## src/design/rts_pkg.sv

```systemverilog
// Constants for the reload timer with frame capture
package rts_pkg;
  localparam int unsigned DATA_W = 32;
  localparam int unsigned ADDR_W = 8;
  localparam logic [ADDR_W-1:0] OFF_CTRL = 8'h00;
  localparam logic [ADDR_W-1:0] OFF_RELOAD_L = 8'h04;
  localparam logic [ADDR_W-1:0] OFF_RELOAD_H = 8'h08;
  localparam logic [ADDR_W-1:0] OFF_COUNT_L = 8'h0C;
  localparam logic [ADDR_W-1:0] OFF_COUNT_H = 8'h10;
  localparam logic [ADDR_W-1:0] OFF_CLKCTL = 8'h14;
  localparam logic [ADDR_W-1:0] OFF_INTCTL = 8'h18;
  localparam int unsigned CTL_FLAG_H = 7;
  localparam int unsigned CTL_FLAG_L = 6;
  localparam int unsigned CTL_LOW_IE = 5;
  localparam int unsigned CTL_SOF = 4;
  localparam int unsigned CTL_SPLIT = 3;
  localparam int unsigned CTL_RUN = 2;
  localparam int unsigned CTL_XCLK = 0;
  localparam int unsigned CLK_FAST_L = 0;
  localparam int unsigned CLK_FAST_H = 1;
  localparam int unsigned IE_TIMER = 0;
  localparam int unsigned IE_CAP = 1;
  localparam logic [7:0] BYTE_MAX = 8'hFF;
  localparam logic [7:0] BYTE_ONE = 8'h01;
  localparam logic [7:0] BYTE_RST = 8'h00;
  localparam logic [1:0] RESP_OKAY = 2'h0;
  localparam logic [1:0] RESP_SLVERR = 2'h2;
  localparam int unsigned SYS_DIV = 12;
  localparam int unsigned EXT_DIV = 8;
  localparam logic [3:0] SYS_DIV_LAST = 4'(SYS_DIV - 1);
  localparam logic [2:0] EXT_DIV_LAST = 3'(EXT_DIV - 1);
  localparam logic [3:0] SYS_DIV_ONE = 4'h1;
  localparam logic [2:0] EXT_DIV_ONE = 3'h1;
endpackage : rts_pkg

```

## src/design/rts_prescaler.sv

```systemverilog
// Divide-by-12 tick and synchronised external divide-by-8 tick
`timescale 1ns/1ps
module rts_prescaler (
  input wire logic aclk,
  input wire logic aresetn,
  input wire logic ext_osc_in,
  output logic div12_tick,
  output logic ext8_tick
);
  logic [3:0] div_q, div_d;
  logic [2:0] ext_cnt_q, ext_cnt_d;
  logic meta_q, sync_q, prev_q;
  logic div_tick_q, div_tick_d, ext_tick_q, ext_tick_d;
  logic ext_rise;

  // Oscillator is asynchronous; the first stage is never looked at, only the second and third
  assign ext_rise = sync_q && !prev_q;

  always_comb begin
    div_d = div_q + rts_pkg::SYS_DIV_ONE;
    div_tick_d = (div_q == rts_pkg::SYS_DIV_LAST);
    if (div_q == rts_pkg::SYS_DIV_LAST) begin
      div_d = '0;
    end
    ext_cnt_d = ext_cnt_q;
    ext_tick_d = 1'b0;
    if (ext_rise) begin
      ext_cnt_d = ext_cnt_q + rts_pkg::EXT_DIV_ONE;
      ext_tick_d = (ext_cnt_q == rts_pkg::EXT_DIV_LAST);
    end
  end

  always_ff @(posedge aclk) begin
    if (!aresetn) begin
      div_q <= '0;
      ext_cnt_q <= '0;
      meta_q <= 1'b0;
      sync_q <= 1'b0;
      prev_q <= 1'b0;
      div_tick_q <= 1'b0;
      ext_tick_q <= 1'b0;
    end else begin
      div_q <= div_d;
      ext_cnt_q <= ext_cnt_d;
      meta_q <= ext_osc_in;
      sync_q <= meta_q;
      prev_q <= sync_q;
      div_tick_q <= div_tick_d;
      ext_tick_q <= ext_tick_d;
    end
  end

  assign div12_tick = div_tick_q;
  assign ext8_tick = ext_tick_q;
endmodule : rts_prescaler

```

## src/design/rts_timer.sv

```systemverilog
// Reload timer with frame capture behind an AXI4-Lite slave
// Functional notes
// - Split and capture bits pick the mode
// - Count on clock, clock/12 or external/8
// - External divided tick synchronised to clock
// - 16-bit wrap reloads unless capture is on; sets high flag
// - 16-bit overflow interrupts when enabled
// - Low byte wrap interrupts if low enable
// - Split: two 8-bit reload counters
// - Split: run gates only high byte
// - Split: each byte has fast select
// - Split: each byte wrap sets own flag
// - Split: high, or either with low enable
// - Flags cleared only by software writes
// - Capture 16-bit count into reload on frame
// - Split capture copies both bytes on frame
//
// The address map and the AXI4-Lite interface to the registers were decided locally.
`timescale 1ns/1ps
module rts_timer (
  input wire logic aclk,
  input wire logic aresetn,
  input wire logic [7:0] s_axi_awaddr,
  input wire logic s_axi_awvalid,
  output logic s_axi_awready,
  input wire logic [31:0] s_axi_wdata,
  input wire logic [3:0] s_axi_wstrb,
  input wire logic s_axi_wvalid,
  output logic s_axi_wready,
  output logic [1:0] s_axi_bresp,
  output logic s_axi_bvalid,
  input wire logic s_axi_bready,
  input wire logic [7:0] s_axi_araddr,
  input wire logic s_axi_arvalid,
  output logic s_axi_arready,
  output logic [31:0] s_axi_rdata,
  output logic [1:0] s_axi_rresp,
  output logic s_axi_rvalid,
  input wire logic s_axi_rready,
  input wire logic sof_pulse,
  input wire logic ext_osc_in,
  output logic timer_irq
);
  // Bus slave state
  logic aw_full_q, aw_full_d, w_full_q, w_full_d, bvalid_q, bvalid_d, rvalid_q, rvalid_d;
  logic [7:0] awaddr_q, awaddr_d;
  logic [7:0] wbyte_q, wbyte_d;
  logic wlane_q, wlane_d;
  logic [1:0] bresp_q, bresp_d, rresp_q, rresp_d;
  logic [31:0] rdata_q, rdata_d;
  // Timer state
  logic flag_h_q, flag_h_d, flag_l_q, flag_l_d, low_ie_q, low_ie_d;
  logic sof_en_q, sof_en_d, split_q, split_d, run_q, run_d, xclk_q, xclk_d;
  logic fast_l_q, fast_l_d, fast_h_q, fast_h_d, tim_ie_q, tim_ie_d, cap_q, cap_d;
  logic [7:0] rl_l_q, rl_l_d, rl_h_q, rl_h_d, cnt_l_q, cnt_l_d, cnt_h_q, cnt_h_d;
  logic irq_q, irq_d;
  // Decode and count terms
  logic wr_fire, wr_ok, rd_fire;
  logic wr_ctl, wr_rl_l, wr_rl_h, wr_cnt_l, wr_cnt_h, wr_clk, wr_ie;
  logic div12_tick, ext8_tick, slow_tick, tick_l, tick_h;
  logic adv_l, adv_h, wrap_l, wrap_h, reload_ok, capture;
  logic [7:0] rd_byte;
  logic rd_ok;

  rts_prescaler u_prescaler (
    .aclk(aclk),
    .aresetn(aresetn),
    .ext_osc_in(ext_osc_in),
    .div12_tick(div12_tick),
    .ext8_tick(ext8_tick)
  );

  // Write fires once both halves are held and no response is pending
  assign wr_fire = aw_full_q && w_full_q && !bvalid_q;
  assign wr_ok = wr_fire && wlane_q;
  assign wr_ctl = wr_ok && (awaddr_q == rts_pkg::OFF_CTRL);
  assign wr_rl_l = wr_ok && (awaddr_q == rts_pkg::OFF_RELOAD_L);
  assign wr_rl_h = wr_ok && (awaddr_q == rts_pkg::OFF_RELOAD_H);
  assign wr_cnt_l = wr_ok && (awaddr_q == rts_pkg::OFF_COUNT_L);
  assign wr_cnt_h = wr_ok && (awaddr_q == rts_pkg::OFF_COUNT_H);
  assign wr_clk = wr_ok && (awaddr_q == rts_pkg::OFF_CLKCTL);
  assign wr_ie = wr_ok && (awaddr_q == rts_pkg::OFF_INTCTL);
  assign rd_fire = s_axi_arvalid && !rvalid_q;

  // Clock source per byte; 16-bit modes use the low-byte select
  assign slow_tick = xclk_q ? ext8_tick : div12_tick;
  assign tick_l = fast_l_q || slow_tick;
  assign tick_h = fast_h_q || slow_tick;

  // Split low byte free-runs; everything else obeys run
  assign adv_l = split_q ? tick_l : (run_q && tick_l);
  assign wrap_l = adv_l && (cnt_l_q == rts_pkg::BYTE_MAX);
  assign adv_h = split_q ? (run_q && tick_h) : wrap_l;
  assign wrap_h = adv_h && (cnt_h_q == rts_pkg::BYTE_MAX);
  assign reload_ok = !sof_en_q;
  // Event arrives as a one-cycle pulse, so no edge detect here
  assign capture = sof_pulse && sof_en_q;

  always_comb begin
    cnt_l_d = cnt_l_q;
    cnt_h_d = cnt_h_q;
    if (adv_l) begin
      cnt_l_d = cnt_l_q + rts_pkg::BYTE_ONE;
      if (wrap_l && reload_ok && (split_q || wrap_h)) begin
        cnt_l_d = rl_l_q;
      end
    end
    if (adv_h) begin
      cnt_h_d = cnt_h_q + rts_pkg::BYTE_ONE;
      if (wrap_h && reload_ok) begin
        cnt_h_d = rl_h_q;
      end
    end
    // Software load of the count wins over counting
    if (wr_cnt_l) begin
      cnt_l_d = wbyte_q;
    end
    if (wr_cnt_h) begin
      cnt_h_d = wbyte_q;
    end
  end

  always_comb begin
    rl_l_d = wr_rl_l ? wbyte_q : rl_l_q;
    rl_h_d = wr_rl_h ? wbyte_q : rl_h_q;
    // Capture beats a software reload write in the same cycle
    if (capture) begin
      rl_l_d = cnt_l_q;
      rl_h_d = cnt_h_q;
    end
  end

  always_comb begin
    flag_h_d = wr_ctl ? wbyte_q[rts_pkg::CTL_FLAG_H] : flag_h_q;
    flag_l_d = wr_ctl ? wbyte_q[rts_pkg::CTL_FLAG_L] : flag_l_q;
    low_ie_d = wr_ctl ? wbyte_q[rts_pkg::CTL_LOW_IE] : low_ie_q;
    sof_en_d = wr_ctl ? wbyte_q[rts_pkg::CTL_SOF] : sof_en_q;
    split_d = wr_ctl ? wbyte_q[rts_pkg::CTL_SPLIT] : split_q;
    run_d = wr_ctl ? wbyte_q[rts_pkg::CTL_RUN] : run_q;
    xclk_d = wr_ctl ? wbyte_q[rts_pkg::CTL_XCLK] : xclk_q;
    fast_l_d = wr_clk ? wbyte_q[rts_pkg::CLK_FAST_L] : fast_l_q;
    fast_h_d = wr_clk ? wbyte_q[rts_pkg::CLK_FAST_H] : fast_h_q;
    tim_ie_d = wr_ie ? wbyte_q[rts_pkg::IE_TIMER] : tim_ie_q;
    cap_d = wr_ie ? wbyte_q[rts_pkg::IE_CAP] : cap_q;
    // Hardware sets win over a same-cycle software clear
    if (wrap_h) begin
      flag_h_d = 1'b1;
    end
    if (wrap_l) begin
      flag_l_d = 1'b1;
    end
    if (capture) begin
      cap_d = 1'b1;
    end
    irq_d = tim_ie_q && (flag_h_q || (low_ie_q && flag_l_q) || cap_q);
  end

  always_comb begin
    unique case (s_axi_araddr)
      rts_pkg::OFF_CTRL: rd_byte = {flag_h_q, flag_l_q, low_ie_q, sof_en_q, split_q, run_q,
                                    1'b0, xclk_q};
      rts_pkg::OFF_RELOAD_L: rd_byte = rl_l_q;
      rts_pkg::OFF_RELOAD_H: rd_byte = rl_h_q;
      rts_pkg::OFF_COUNT_L: rd_byte = cnt_l_q;
      rts_pkg::OFF_COUNT_H: rd_byte = cnt_h_q;
      rts_pkg::OFF_CLKCTL: rd_byte = {6'h00, fast_h_q, fast_l_q};
      rts_pkg::OFF_INTCTL: rd_byte = {6'h00, cap_q, tim_ie_q};
      default: rd_byte = rts_pkg::BYTE_RST;
    endcase
    rd_ok = (s_axi_araddr == rts_pkg::OFF_CTRL) || (s_axi_araddr == rts_pkg::OFF_RELOAD_L) ||
            (s_axi_araddr == rts_pkg::OFF_RELOAD_H) || (s_axi_araddr == rts_pkg::OFF_COUNT_L) ||
            (s_axi_araddr == rts_pkg::OFF_COUNT_H) || (s_axi_araddr == rts_pkg::OFF_CLKCTL) ||
            (s_axi_araddr == rts_pkg::OFF_INTCTL);
  end

  always_comb begin
    aw_full_d = aw_full_q;
    awaddr_d = awaddr_q;
    w_full_d = w_full_q;
    wbyte_d = wbyte_q;
    wlane_d = wlane_q;
    bvalid_d = bvalid_q;
    bresp_d = bresp_q;
    rvalid_d = rvalid_q;
    rresp_d = rresp_q;
    rdata_d = rdata_q;
    if (s_axi_awvalid && s_axi_awready) begin
      aw_full_d = 1'b1;
      awaddr_d = s_axi_awaddr;
    end
    if (s_axi_wvalid && s_axi_wready) begin
      w_full_d = 1'b1;
      wbyte_d = s_axi_wdata[7:0];
      wlane_d = s_axi_wstrb[0];
    end
    if (wr_fire) begin
      aw_full_d = 1'b0;
      w_full_d = 1'b0;
      bvalid_d = 1'b1;
      bresp_d = (wr_ctl || wr_rl_l || wr_rl_h || wr_cnt_l || wr_cnt_h || wr_clk || wr_ie ||
                 !wlane_q) ? rts_pkg::RESP_OKAY : rts_pkg::RESP_SLVERR;
      // Lane 0 off: nothing stored, still a clean answer
      if (!wlane_q) begin
        bresp_d = rts_pkg::RESP_OKAY;
      end
    end else if (bvalid_q && s_axi_bready) begin
      bvalid_d = 1'b0;
    end
    if (rd_fire) begin
      rvalid_d = 1'b1;
      rdata_d = {24'h000000, rd_byte};
      rresp_d = rd_ok ? rts_pkg::RESP_OKAY : rts_pkg::RESP_SLVERR;
    end else if (rvalid_q && s_axi_rready) begin
      rvalid_d = 1'b0;
    end
  end

  always_ff @(posedge aclk) begin
    if (!aresetn) begin
      aw_full_q <= 1'b0;
      awaddr_q <= '0;
      w_full_q <= 1'b0;
      wbyte_q <= rts_pkg::BYTE_RST;
      wlane_q <= 1'b0;
      bvalid_q <= 1'b0;
      bresp_q <= rts_pkg::RESP_OKAY;
      rvalid_q <= 1'b0;
      rresp_q <= rts_pkg::RESP_OKAY;
      rdata_q <= '0;
      flag_h_q <= 1'b0;
      flag_l_q <= 1'b0;
      low_ie_q <= 1'b0;
      sof_en_q <= 1'b0;
      split_q <= 1'b0;
      run_q <= 1'b0;
      xclk_q <= 1'b0;
      fast_l_q <= 1'b0;
      fast_h_q <= 1'b0;
      tim_ie_q <= 1'b0;
      cap_q <= 1'b0;
      rl_l_q <= rts_pkg::BYTE_RST;
      rl_h_q <= rts_pkg::BYTE_RST;
      cnt_l_q <= rts_pkg::BYTE_RST;
      cnt_h_q <= rts_pkg::BYTE_RST;
      irq_q <= 1'b0;
    end else begin
      aw_full_q <= aw_full_d;
      awaddr_q <= awaddr_d;
      w_full_q <= w_full_d;
      wbyte_q <= wbyte_d;
      wlane_q <= wlane_d;
      bvalid_q <= bvalid_d;
      bresp_q <= bresp_d;
      rvalid_q <= rvalid_d;
      rresp_q <= rresp_d;
      rdata_q <= rdata_d;
      flag_h_q <= flag_h_d;
      flag_l_q <= flag_l_d;
      low_ie_q <= low_ie_d;
      sof_en_q <= sof_en_d;
      split_q <= split_d;
      run_q <= run_d;
      xclk_q <= xclk_d;
      fast_l_q <= fast_l_d;
      fast_h_q <= fast_h_d;
      tim_ie_q <= tim_ie_d;
      cap_q <= cap_d;
      rl_l_q <= rl_l_d;
      rl_h_q <= rl_h_d;
      cnt_l_q <= cnt_l_d;
      cnt_h_q <= cnt_h_d;
      irq_q <= irq_d;
    end
  end

  assign s_axi_awready = !aw_full_q && !bvalid_q;
  assign s_axi_wready = !w_full_q && !bvalid_q;
  assign s_axi_bvalid = bvalid_q;
  assign s_axi_bresp = bresp_q;
  assign s_axi_arready = !rvalid_q;
  assign s_axi_rvalid = rvalid_q;
  assign s_axi_rdata = rdata_q;
  assign s_axi_rresp = rresp_q;
  assign timer_irq = irq_q;
endmodule : rts_timer

```

## config.mk

```make
export PLATFORM = sky130hd
export DESIGN_NAME = rts_timer
export DESIGN_NICKNAME = d
export VERILOG_FILES = /design/src/design/rts_pkg.sv /design/src/design/rts_prescaler.sv /design/src/design/rts_timer.sv
export SDC_FILE = /design/constraint.sdc
export NUM_CORES = 1
export LEC_CHECK = 0
export ABC_CLOCK_PERIOD_IN_PS = 2300
export BUFFER_PORTS_ARGS = -buffer_cell sky130_fd_sc_hd__buf_2
export CAP_MARGIN = 20
export CORE_MARGIN = 4
export CORE_UTILIZATION = 40
export DETAILED_ROUTE_END_ITERATION = 8
export PLACE_DENSITY = 0.68
export SLEW_MARGIN = 20
export SYNTH_ARGS = -nofsm -noshare
export SYNTH_HDL_FRONTEND = slang
export SYNTH_SLANG_ARGS = --single-unit
```

## constraint.sdc

```tcl
create_clock -name aclk -period 2.3 [get_ports aclk]
set_input_delay 0.23 -clock aclk [delete_from_list [all_inputs] [get_ports aclk]]
set_output_delay 0.23 -clock aclk [all_outputs]
set_load 0.05 [all_outputs]
```

==> results of run 1 <==
[stage by stage]
| step | instances | util [%] | setup slack, ns |
|---|---|---|---|
| after floorplan | 536 | - | 0.295 |
| after global placement | 688 | 44.0 | 0.342 |
| after detailed placement | 688 | 44.0 | 0.253 |
| after CTS | 704 | 46.0 | 0.229 |
| after global routing | 704 | 46.0 | 0.0585 |
| final | 704 | 46.0 | 0.222 |
[logic make-up after synthesis]
family,count (synthesis)
buf+inv,64
fa+ha+maj,5
simple gates,171
compound gates,135
flops,87
xor+xnor,9
other cells,1
mux,39
[state kept, by name, summed over array words and instances, names as in the netlist, 3 cells and up]
| name | cells |
|---|---|
| cnt_h_q | 8 |
| s_axi_rdata | 8 |
| cnt_l_q | 8 |
| wbyte_q | 8 |
| awaddr_q | 8 |
| u_prescaler.ext_cnt_q | 3 |
| u_prescaler.div_q | 4 |
| rl_h_q | 8 |
| rl_l_q | 8 |
[placed cells by master (no fill, tap or decap), types with 9 or more instances in the layout]
master    synthesis  final
nor2_1           19     19
buf_2             3     49
clkbuf_8          0      9
o21ai_0          35     35
a21oi_1          59     59
nand3_1          19     19
conb_1            1     26
nand2_1          75     75
buf_4            29     19
mux2i_1          29     29
dfxtp_1          87     87
[how the worst min path moves through the flow]
stage / start / slack (ns) / cells past startpoint / to
detailed placement: u_prescaler.meta_q$_SDFF_PN0_ / 0.42 / 1 / u_prescaler.sync_q$_SDFF_PN0_
global placement: u_prescaler.meta_q$_SDFF_PN0_ / 0.42 / 1 / u_prescaler.sync_q$_SDFF_PN0_
global route: s_axi_awaddr[1] / 0.07 / 3 / awaddr_q[1]$_SDFFE_PN0P_
finish: ext_osc_in / 0.08 / 2 / u_prescaler.meta_q$_SDFF_PN0_
CTS: ext_osc_in / 0.07 / 2 / u_prescaler.meta_q$_SDFF_PN0_
floorplan: ext_osc_in / 0.36 / 1 / u_prescaler.meta_q$_SDFF_PN0_
[layer usage]
| metal | share of wire, % | GRT usage, % | routed length, um |
|---|---|---|---|
| met3 | 7.5 | 4.03 | 843 |
| met1 | 44 | 24.7 | 4980 |
| met5 | 0 | 0 | 0 |
| met2 | 46 | 28.4 | 5200 |
| met4 | 1.7 | 5.13 | 193 |
[power groups by stage]
stage	logic (mW)	registers (mW)	clock network, mW
2_1_floorplan	0.288	1.61	0
3_3_place_gp	0.327	1.62	0
3_5_place_dp	0.332	1.62	0
4_1_cts	0.333	1.59	1.21
5_1_grt	0.363	1.59	1.29
6_report	0.331	1.59	1.18
[cell type report]
class	instances	area [um2]
flip-flops and latches	87	1740
clock inverters	7	96.3
repair buffers	68	388
clock buffers	9	124
inverters	8	30.0
fillers	1067	5880
multi-input cells	385	2460
well taps	140	175
[worst max-delay path: stages, from the launching register on]
cell	delay, ns
dfxtp_1	0.47
ha_1	0.20
o21a_1	0.17
o21ai_2	0.12
nor4_2	0.43
nor2b_1	0.20
a221o_1	0.38
==> flow_summary.toml, run 1 <==
[logic_synthesis]
synth-main-ff-cell = "dfxtp_1"
synthSimpleGateAreaFrac_pct = 20.4
syn_inst = 511
synth_top_family_by_area = "simple AND/OR/NAND/NOR gates"
yosys_warnings = 0
yosys-mux-area-fraction_pct = 10.8
synth_compound_area_share_pct = 18.5
syn_avg_cell_area_um2 = 8.74
async_reset_ff_share_pct = 0
synth_top_cell_by_area = "dfxtp_1"
synth-seq-cells = 87
synth_edf_count = 0
synth_top_area_share_pct = 39.0
synth-adder-area-share_pct = 1.40
yosysMostFrequentCell = "dfxtp_1"
synthTopCellsByCount = "dfxtp_1 (87), nand2_1 (75), a21oi_1 (59)"
yosysUniqueCellTypes = 62
netlist_area_um2 = 4470
synth_seq_area_share_pct = 39.0
yosys-top-cells-area = "dfxtp_1 (39%), a21oi_1 (6.6%), mux2i_1 (6.5%), nand2_1 (6.3%), buf_4 (4.9%)"
synthXorXnorAreaFrac_pct = 1.77

[critical_path]
crit_end = "cnt_l_q[7]$_SDFFE_PN0P_"
crit_path_end_kind = "flip-flop"
worst-endpoint-required_ns = 2.55
critPathKind = "reg -> reg"
path_max_fanout = 7
crit_path_start_kind = "flip-flop"
cp.arrival_ns = 2.33
r2r-start = "cnt_l_q[1]$_SDFFE_PN0P_"
crit_start = "cnt_l_q[1]$_SDFFE_PN0P_"
r2r_slack_ns = 0.22
r2r-end = "cnt_l_q[7]$_SDFFE_PN0P_"
r2r_cells = 6

[routing]
routed_wl_um = 11200
firstDrtPassIters = 5
wire_per_inst_um = 15.9
drc_errors = 0
vias_per_cell = 5.45
vias = 3837
drt_iter0_drc = 297
postRouteAntennaNets = 0

[clock_network]
clkSinkCount = 87
postCtsHoldBufs = 0
cts_htree_levels = 3
cts-root-buf = "clkbuf_8"
clk_pin_slew_worst_paths_ns = 0.09
insertion_delay_ns = 0.36
cts_tree = "built"
cts_made_buffers = 9
clockBufferDepth = 2
cts_setup_buffers = 0
postCtsResizedCells = 0

[global_routing]
grt_max_degree = 34
grt_overflow = 0
track_usage_pct = 18.0
grt_pass1_vias = 3646
grt_first_pass_wirelength_um = 18600
antenna_found_initial = 0

[job]
cap_violations = 0

[power_and_ir_drop]
internal_power_mw = 2.24
p_per_area_nw_per_um2 = 619
leakagePower_nw = 2.09
power_mw = 3.10
p_clk_share_pct = 38.1
combPwrFrac_pct = 10.7
p_switching_mw = 0.862
vdd_drop_max_uv = 257
seq_power_share_pct = 51.2
p_sw_share_pct = 27.8

[placement]
placed_area_um2 = 4790
dp_hpwl_um = 8260
place.port_buffers = 49
gp_congestion = 0.902

[floorplan]
dieHeight_um = 114
core-area_um2 = 10900
die_w_um = 114
rows = 38
start_util_pct = 41.0
io_pins = 103
die_area_um2 = 12900

[cells_and_area]
syn_to_final_growth_pct = 12.2
diodes = 0
drive_above_1_share_pct = 19.5
nets = 625
fin_area_um2 = 5010

[status]
status = "finished, final reports clean"

[sta]
hold_slack_ns = 0.0815
hold_violations = 0
max_freq_mhz = 481
clock_skew_ns = 0.00979
fin_crit_ns = 2.08
slew_violations = 0
tns_ns = 0
rsz0062_at_grt = "false"
setup_viol = 0
slew_headroom_pct = 65.6
worst_pin_slew_ns = 0.511
finalCritPeriodShare_pct = 90.4

[hold_path]
hold_path_class = "in -> reg"
No activity file was read; power rests on OpenSTA's default activity.
==> run 2, diff against run 1 <==
CTS_BUF_LIST = sky130_fd_sc_hd__clkbuf_4 sky130_fd_sc_hd__clkbuf_8   (was default)
HOLD_SLACK_MARGIN = 0.1   (was default)
==> run 2 against run 1 <==
Effect of this change:
- via count is 1.1% higher
- die area stayed put
- sequential share of layout area is 1.0 points lower
- wire length is 0.91% higher
- clock skew is 0.00065 ns higher
- cell area is 3.0% higher
- non-clock buffer count is 15 higher
- global-route usage is 0.17 points higher
- critical path depth stayed put
- clock power hardly changed
- setup slack worse by 0.0077 ns
- register-to-register slack hardly changed
- critical path type unchanged
==> flow_summary.toml, run 2 (synthesized netlist as in run 1, its figures left out) <==
[status]
status = "finished, final reports clean"

[power_and_ir_drop]
seq_power_share_pct = 50.8
leakagePower_nw = 2.15
vdd_drop_max_uv = 259
p_clk_share_pct = 37.9
p_switching_mw = 0.868
p_sw_share_pct = 27.8
combPwrFrac_pct = 11.2
p_per_area_nw_per_um2 = 606
internal_power_mw = 2.26

[cells_and_area]
multi_input_area_um2 = 2460
syn_to_final_growth_pct = 15.6
seq_area_um2 = 1740
layout_commonest_cell = "dfxtp_1"
fill_cells = 1049
final_util_pct = 47.4
final_cell_mix = "dfxtp_1 (87), nand2_1 (75), a21oi_1 (59)"
diodes = 0
nets = 640
drive_above_1_share_pct = 19.0

[sta]
slew_violations = 0
fin_crit_ns = 2.09
worst_pin_slew_ns = 0.513
slew_headroom_pct = 65.5
tns_ns = 0
setup_viol = 0
clock_skew_ns = 0.0104
finalCritPeriodShare_pct = 90.7
hold_violations = 0
max_freq_mhz = 479
rsz0062_at_grt = "false"

[routing]
wl_met1_um = 4960
drc_errors = 0
firstDrtPassIters = 5
routed_wl_um = 11300
drt_iter0_drc = 284
dr_wl_met2_um = 5270
vias_per_cell = 5.39
wl_met3_um = 891
vias = 3878
wire_per_inst_um = 15.7
postRouteAntennaNets = 0
top_layer = "met4"

[global_routing]
grt_overflow = 0
antenna_found_initial = 0
grt_first_pass_wirelength_um = 18800
grt_max_degree = 34
grt_pass1_vias = 3718
track_usage_pct = 18.1

[critical_path]
cp.arrival_ns = 2.33
r2r_slack_ns = 0.21
critPathKind = "reg -> reg"
crit_path_end_kind = "flip-flop"
crit_path_start_kind = "flip-flop"
worst-endpoint-required_ns = 2.55
path_max_fanout = 7

[floorplan]
core-area_um2 = 10900
dieHeight_um = 114
die_w_um = 114
die_area_um2 = 12900
rows = 38
start_util_pct = 41.0
io_pins = 103

[clock_network]
cts_made_buffers = 9
postCtsResizedCells = 0
cts_tree = "built"
clk_pin_slew_worst_paths_ns = 0.09
cts_htree_levels = 3
clkSinkCount = 87
insertion_delay_ns = 0.36
clockBufferDepth = 2
cts-root-buf = "clkbuf_8"

[placement]
gp_congestion = 0.902
dp_hpwl_um = 8260
place.port_buffers = 49

[hold_path]
hold_path_class = "in -> reg"

[job]
cap_violations = 0
==> run 2: worst paths after layout <==
kind	startpoint	to	cells after the start
worst max register to register	cnt_l_q[1]$_SDFFE_PN0P_	cnt_l_q[7]$_SDFFE_PN0P_	6
worst min-delay path	s_axi_wdata[6]	wbyte_q[6]$_SDFFE_PN0P_	3
worst min register to register	u_prescaler.meta_q$_SDFF_PN0_	u_prescaler.sync_q$_SDFF_PN0_	1
worst max-delay path	cnt_l_q[1]$_SDFFE_PN0P_	cnt_l_q[7]$_SDFFE_PN0P_	6
==> run 2: area by class of cell <==
cell class	count	share of cell area [%]
Clock inverter	7	1.87
Tap cell	140	3.39
Sequential cell	87	33.7
Timing Repair Buffer	83	10.4
Inverter	8	0.582
Clock buffer	9	2.40
Multi-Input combinational cell	385	47.6
==> run 2: worst max-delay path: stages, from the launching register on <==
cell,delay (ns)
dfxtp_1,0.46
ha_1,0.20
o21a_1,0.17
o21ai_2,0.12
nor4_2,0.44
nor2b_1,0.20
a221o_1,0.38
==> run 2: power by group through the flow <==
stage                     Clock, mW  Combinational (mW)  Sequential [mW]
final                          1.19               0.351             1.59
after global routing           1.29               0.384             1.59
after CTS                      1.21               0.352             1.59
after detailed placement          0               0.332             1.62
after global placement            0               0.327             1.62
after floorplan                   0               0.288             1.61
==> run 2: routing by layer <==
| metal | up-vias | global-route usage, % |
|---|---|---|
| met4 | 0 | 5.13 |
| met2 | 159 | 28.8 |
| met3 | 15 | 3.93 |
| met5 | - | 0 |
| met1 | 1795 | 24.9 |
| li1 | 1909 | - |
==> run 2: stage by stage <==
stage / cell area [um2] / total power, mW / hold slack [ns] / worst slack, ns / cells
floorplan: 4560 / 1.90 / 0.357 / 0.295 / 536
global placement: 4790 / 1.95 / 0.417 / 0.342 / 688
detailed placement: 4790 / 1.96 / 0.422 / 0.253 / 688
CTS: 5160 / 3.15 / 0.100 / 0.229 / 719
global route: 5160 / 3.27 / 0.112 / 0.0585 / 719
finish: 5160 / 3.13 / 0.114 / 0.214 / 719
==> run 2: what timing repair did <==
item,CTS,global route
buffers inserted,0,0
hold buffers,15,0
hold endpoints to repair,15,0
==> run 3, diff against run 2 <==
SYNTH_HIERARCHICAL = 1   (was default)
==> run 3 against run 2 <==
Effect of this change:
- global-route usage decreased by 0.33 points
- first-iteration DRC count is 22% higher
- combinational power about the same
- utilization down 0.86 points
- via count grew 2.2%
- critical path depth decreased by 1
- synthesized cell count down 0.39%
- clock power down 13%
- flip-flop and latch count is the same
- die area is 0.86% higher
- highest routed layer unchanged
==> flow_summary.toml, run 3 <==
[critical_path]
critPathKind = "reg -> reg"
worst-endpoint-required_ns = 2.54
crit_path_end_kind = "flip-flop"
path_max_fanout = 8
cp.arrival_ns = 2.36
crit_path_start_kind = "flip-flop"

[sta]
clock_skew_ns = 0.0171
fin_crit_ns = 2.13
rsz0062_at_grt = "false"
tns_ns = 0
setup_viol = 0
max_freq_mhz = 470
finalCritPeriodShare_pct = 92.4
slew_headroom_pct = 64.5
hold_slack_ns = 0.105
hold_violations = 0
slew_violations = 0
worst_pin_slew_ns = 0.531
setup_ws_ns = 0.174

[placement]
pre_cts_slack_ns = 0.209
gp_congestion = 0.872
place.port_buffers = 49
dp_hpwl_um = 8460
place.detailed.instances = 685

[routing]
routed_wl_um = 11600
firstDrtPassIters = 8
vias_per_cell = 5.58
vias = 3965
wire_per_inst_um = 16.3
postRouteAntennaNets = 0
drt_iter0_drc = 346
drc_errors = 0

[cells_and_area]
syn_to_final_growth_pct = 13.0
finalNonFillerCells = 711
seq_area_um2 = 1740
multi_input_area_um2 = 2500
drive_above_1_share_pct = 17.2
diodes = 0
layout_commonest_cell = "dfxtp_1"
nets = 632
fill_cells = 1082
final_cell_mix = "dfxtp_1 (87), nand2_1 (60), buf_2 (49)"
final_util_pct = 46.6

[logic_synthesis]
yosysMostFrequentCell = "dfxtp_1"
yosys-top-cells-area = "dfxtp_1 (39%), mux2i_1 (10%), nand2_1 (5.0%), a21oi_1 (4.9%), buf_4 (4.3%)"
synth-seq-cells = 87
yosysUniqueCellTypes = 66
synth_seq_area_share_pct = 38.6
synth_top_cell_by_area = "dfxtp_1"
syn_inst = 509
yosys_warnings = 6
netlist_area_um2 = 4510
async_reset_ff_share_pct = 0
synth-main-ff-cell = "dfxtp_1"
synth_edf_count = 0
synthTopCellsByCount = "dfxtp_1 (87), nand2_1 (60), mux2i_1 (47)"
synth_top_area_share_pct = 38.6
syn_avg_cell_area_um2 = 8.85

[floorplan]
die_w_um = 114
die_area_um2 = 13000
core-area_um2 = 10900
start_util_pct = 41.2
rows = 38
io_pins = 103
dieHeight_um = 114

[clock_network]
postCtsHoldBufs = 9
cts_setup_buffers = 0
cts_htree_levels = 3
cts_tree = "built"
clockBufferDepth = 2
clkSinkCount = 87
cts_made_buffers = 9
postCtsResizedCells = 0
insertion_delay_ns = 0.36
cts-root-buf = "clkbuf_8"
clk_pin_slew_worst_paths_ns = 0.10

[global_routing]
grt_first_pass_wirelength_um = 18800
track_usage_pct = 17.8
grt_pass1_vias = 3706
antenna_found_initial = 0
grt_max_degree = 34
grt_overflow = 0

[power_and_ir_drop]
vdd_drop_max_uv = 275
p_per_area_nw_per_um2 = 582
leakagePower_nw = 2.16

[status]
status = "finished, final reports clean"

[hold_path]
hold_path_class = "in -> reg"

[job]
cap_violations = 0
-- run 3: changes by cell type in the layout (fill, tap and decap cells not counted), sizes merged, moves of 6 or more --
cell / previous run / this run
a21oi: 59 / 44
a22o: 1 / 10
and3: 5 / 11
mux2i: 29 / 47
mux4: 7 / 1
nand2: 75 / 62
nand3: 20 / 14
nand4: 9 / 1
nor2: 19 / 29
o21ai: 36 / 29
-- run 3: worst paths after layout --
check | from | to | slack [ns] | depth (start not counted)
worst max-delay path | awaddr_q[1]$_SDFFE_PN0P_ | cnt_l_q[6]$_SDFFE_PN0P_ | 0.17 | 5
worst min-delay path | s_axi_wdata[7] | wbyte_q[7]$_SDFFE_PN0P_ | 0.10 | 3
worst max register to register | awaddr_q[1]$_SDFFE_PN0P_ | cnt_l_q[6]$_SDFFE_PN0P_ | 0.17 | 5
worst min register to register | u_prescaler/meta_q$_SDFF_PN0_ | u_prescaler/sync_q$_SDFF_PN0_ | 0.44 | 1
-- run 3: critical path, cell delays in order, from the launching register on --
cell and delay, ns:
dfxtp_1 0.32, or4_4 0.62, or4_1 0.68, nand3_4 0.20, nor2b_4 0.06, o2bb2ai_1 0.12
-- run 3: layout make-up --
type / instances / area share (%)
clock buffers: 10 / 2.70
clock inverters: 6 / 0.983
inverters: 9 / 0.664
multi-input cells: 386 / 49.2
flip-flops and latches: 87 / 34.2
well taps: 140 / 3.44
repair buffers: 73 / 8.85
-- run 3: cells by family (layout without fill, tap and decap cells) --
family                   count (synthesis)  in the layout  synth area share [%]
other                                    1             26                0.0832
AO/OA/AOI/OAI                          136            136                  20.0
buffers and inverters                   61             98                  7.91
XOR/XNOR                                 7              7                  1.36
AND/OR/NAND/NOR                        162            162                  19.2
multiplexers                            50             50                  11.4
flip-flops                              87             87                  38.6
adder cells (fa/ha/maj)                  5              5                  1.39
-- run 3: where the power goes --
group / leakage (nW) / internal, mW / total [mW] / switching (mW)
clock: 0.0899 / 0.436 / 1.03 / 0.590
sequential: 0.706 / 1.54 / 1.59 / 0.0487
combinational: 1.36 / 0.0972 / 0.349 / 0.252
-- run 3: per-stage QoR --
step	power [mW]	cell area, um2
final	2.96	5090
after global routing	3.07	5090
after CTS	2.98	5080
after detailed placement	1.96	4800
after global placement	1.95	4800
after floorplan	1.91	4600
-- run 3: layer usage --
| layer | global-route usage [%] | up-vias | routed length, um |
|---|---|---|---|
| met1 | 24.3 | 1853 | 5090 |
| met5 | 0 | - | 0 |
| met2 | 28.3 | 165 | 5340 |
| met4 | 5.62 | 0 | 229 |
| li1 | - | 1925 | - |
| met3 | 3.59 | 22 | 932 |
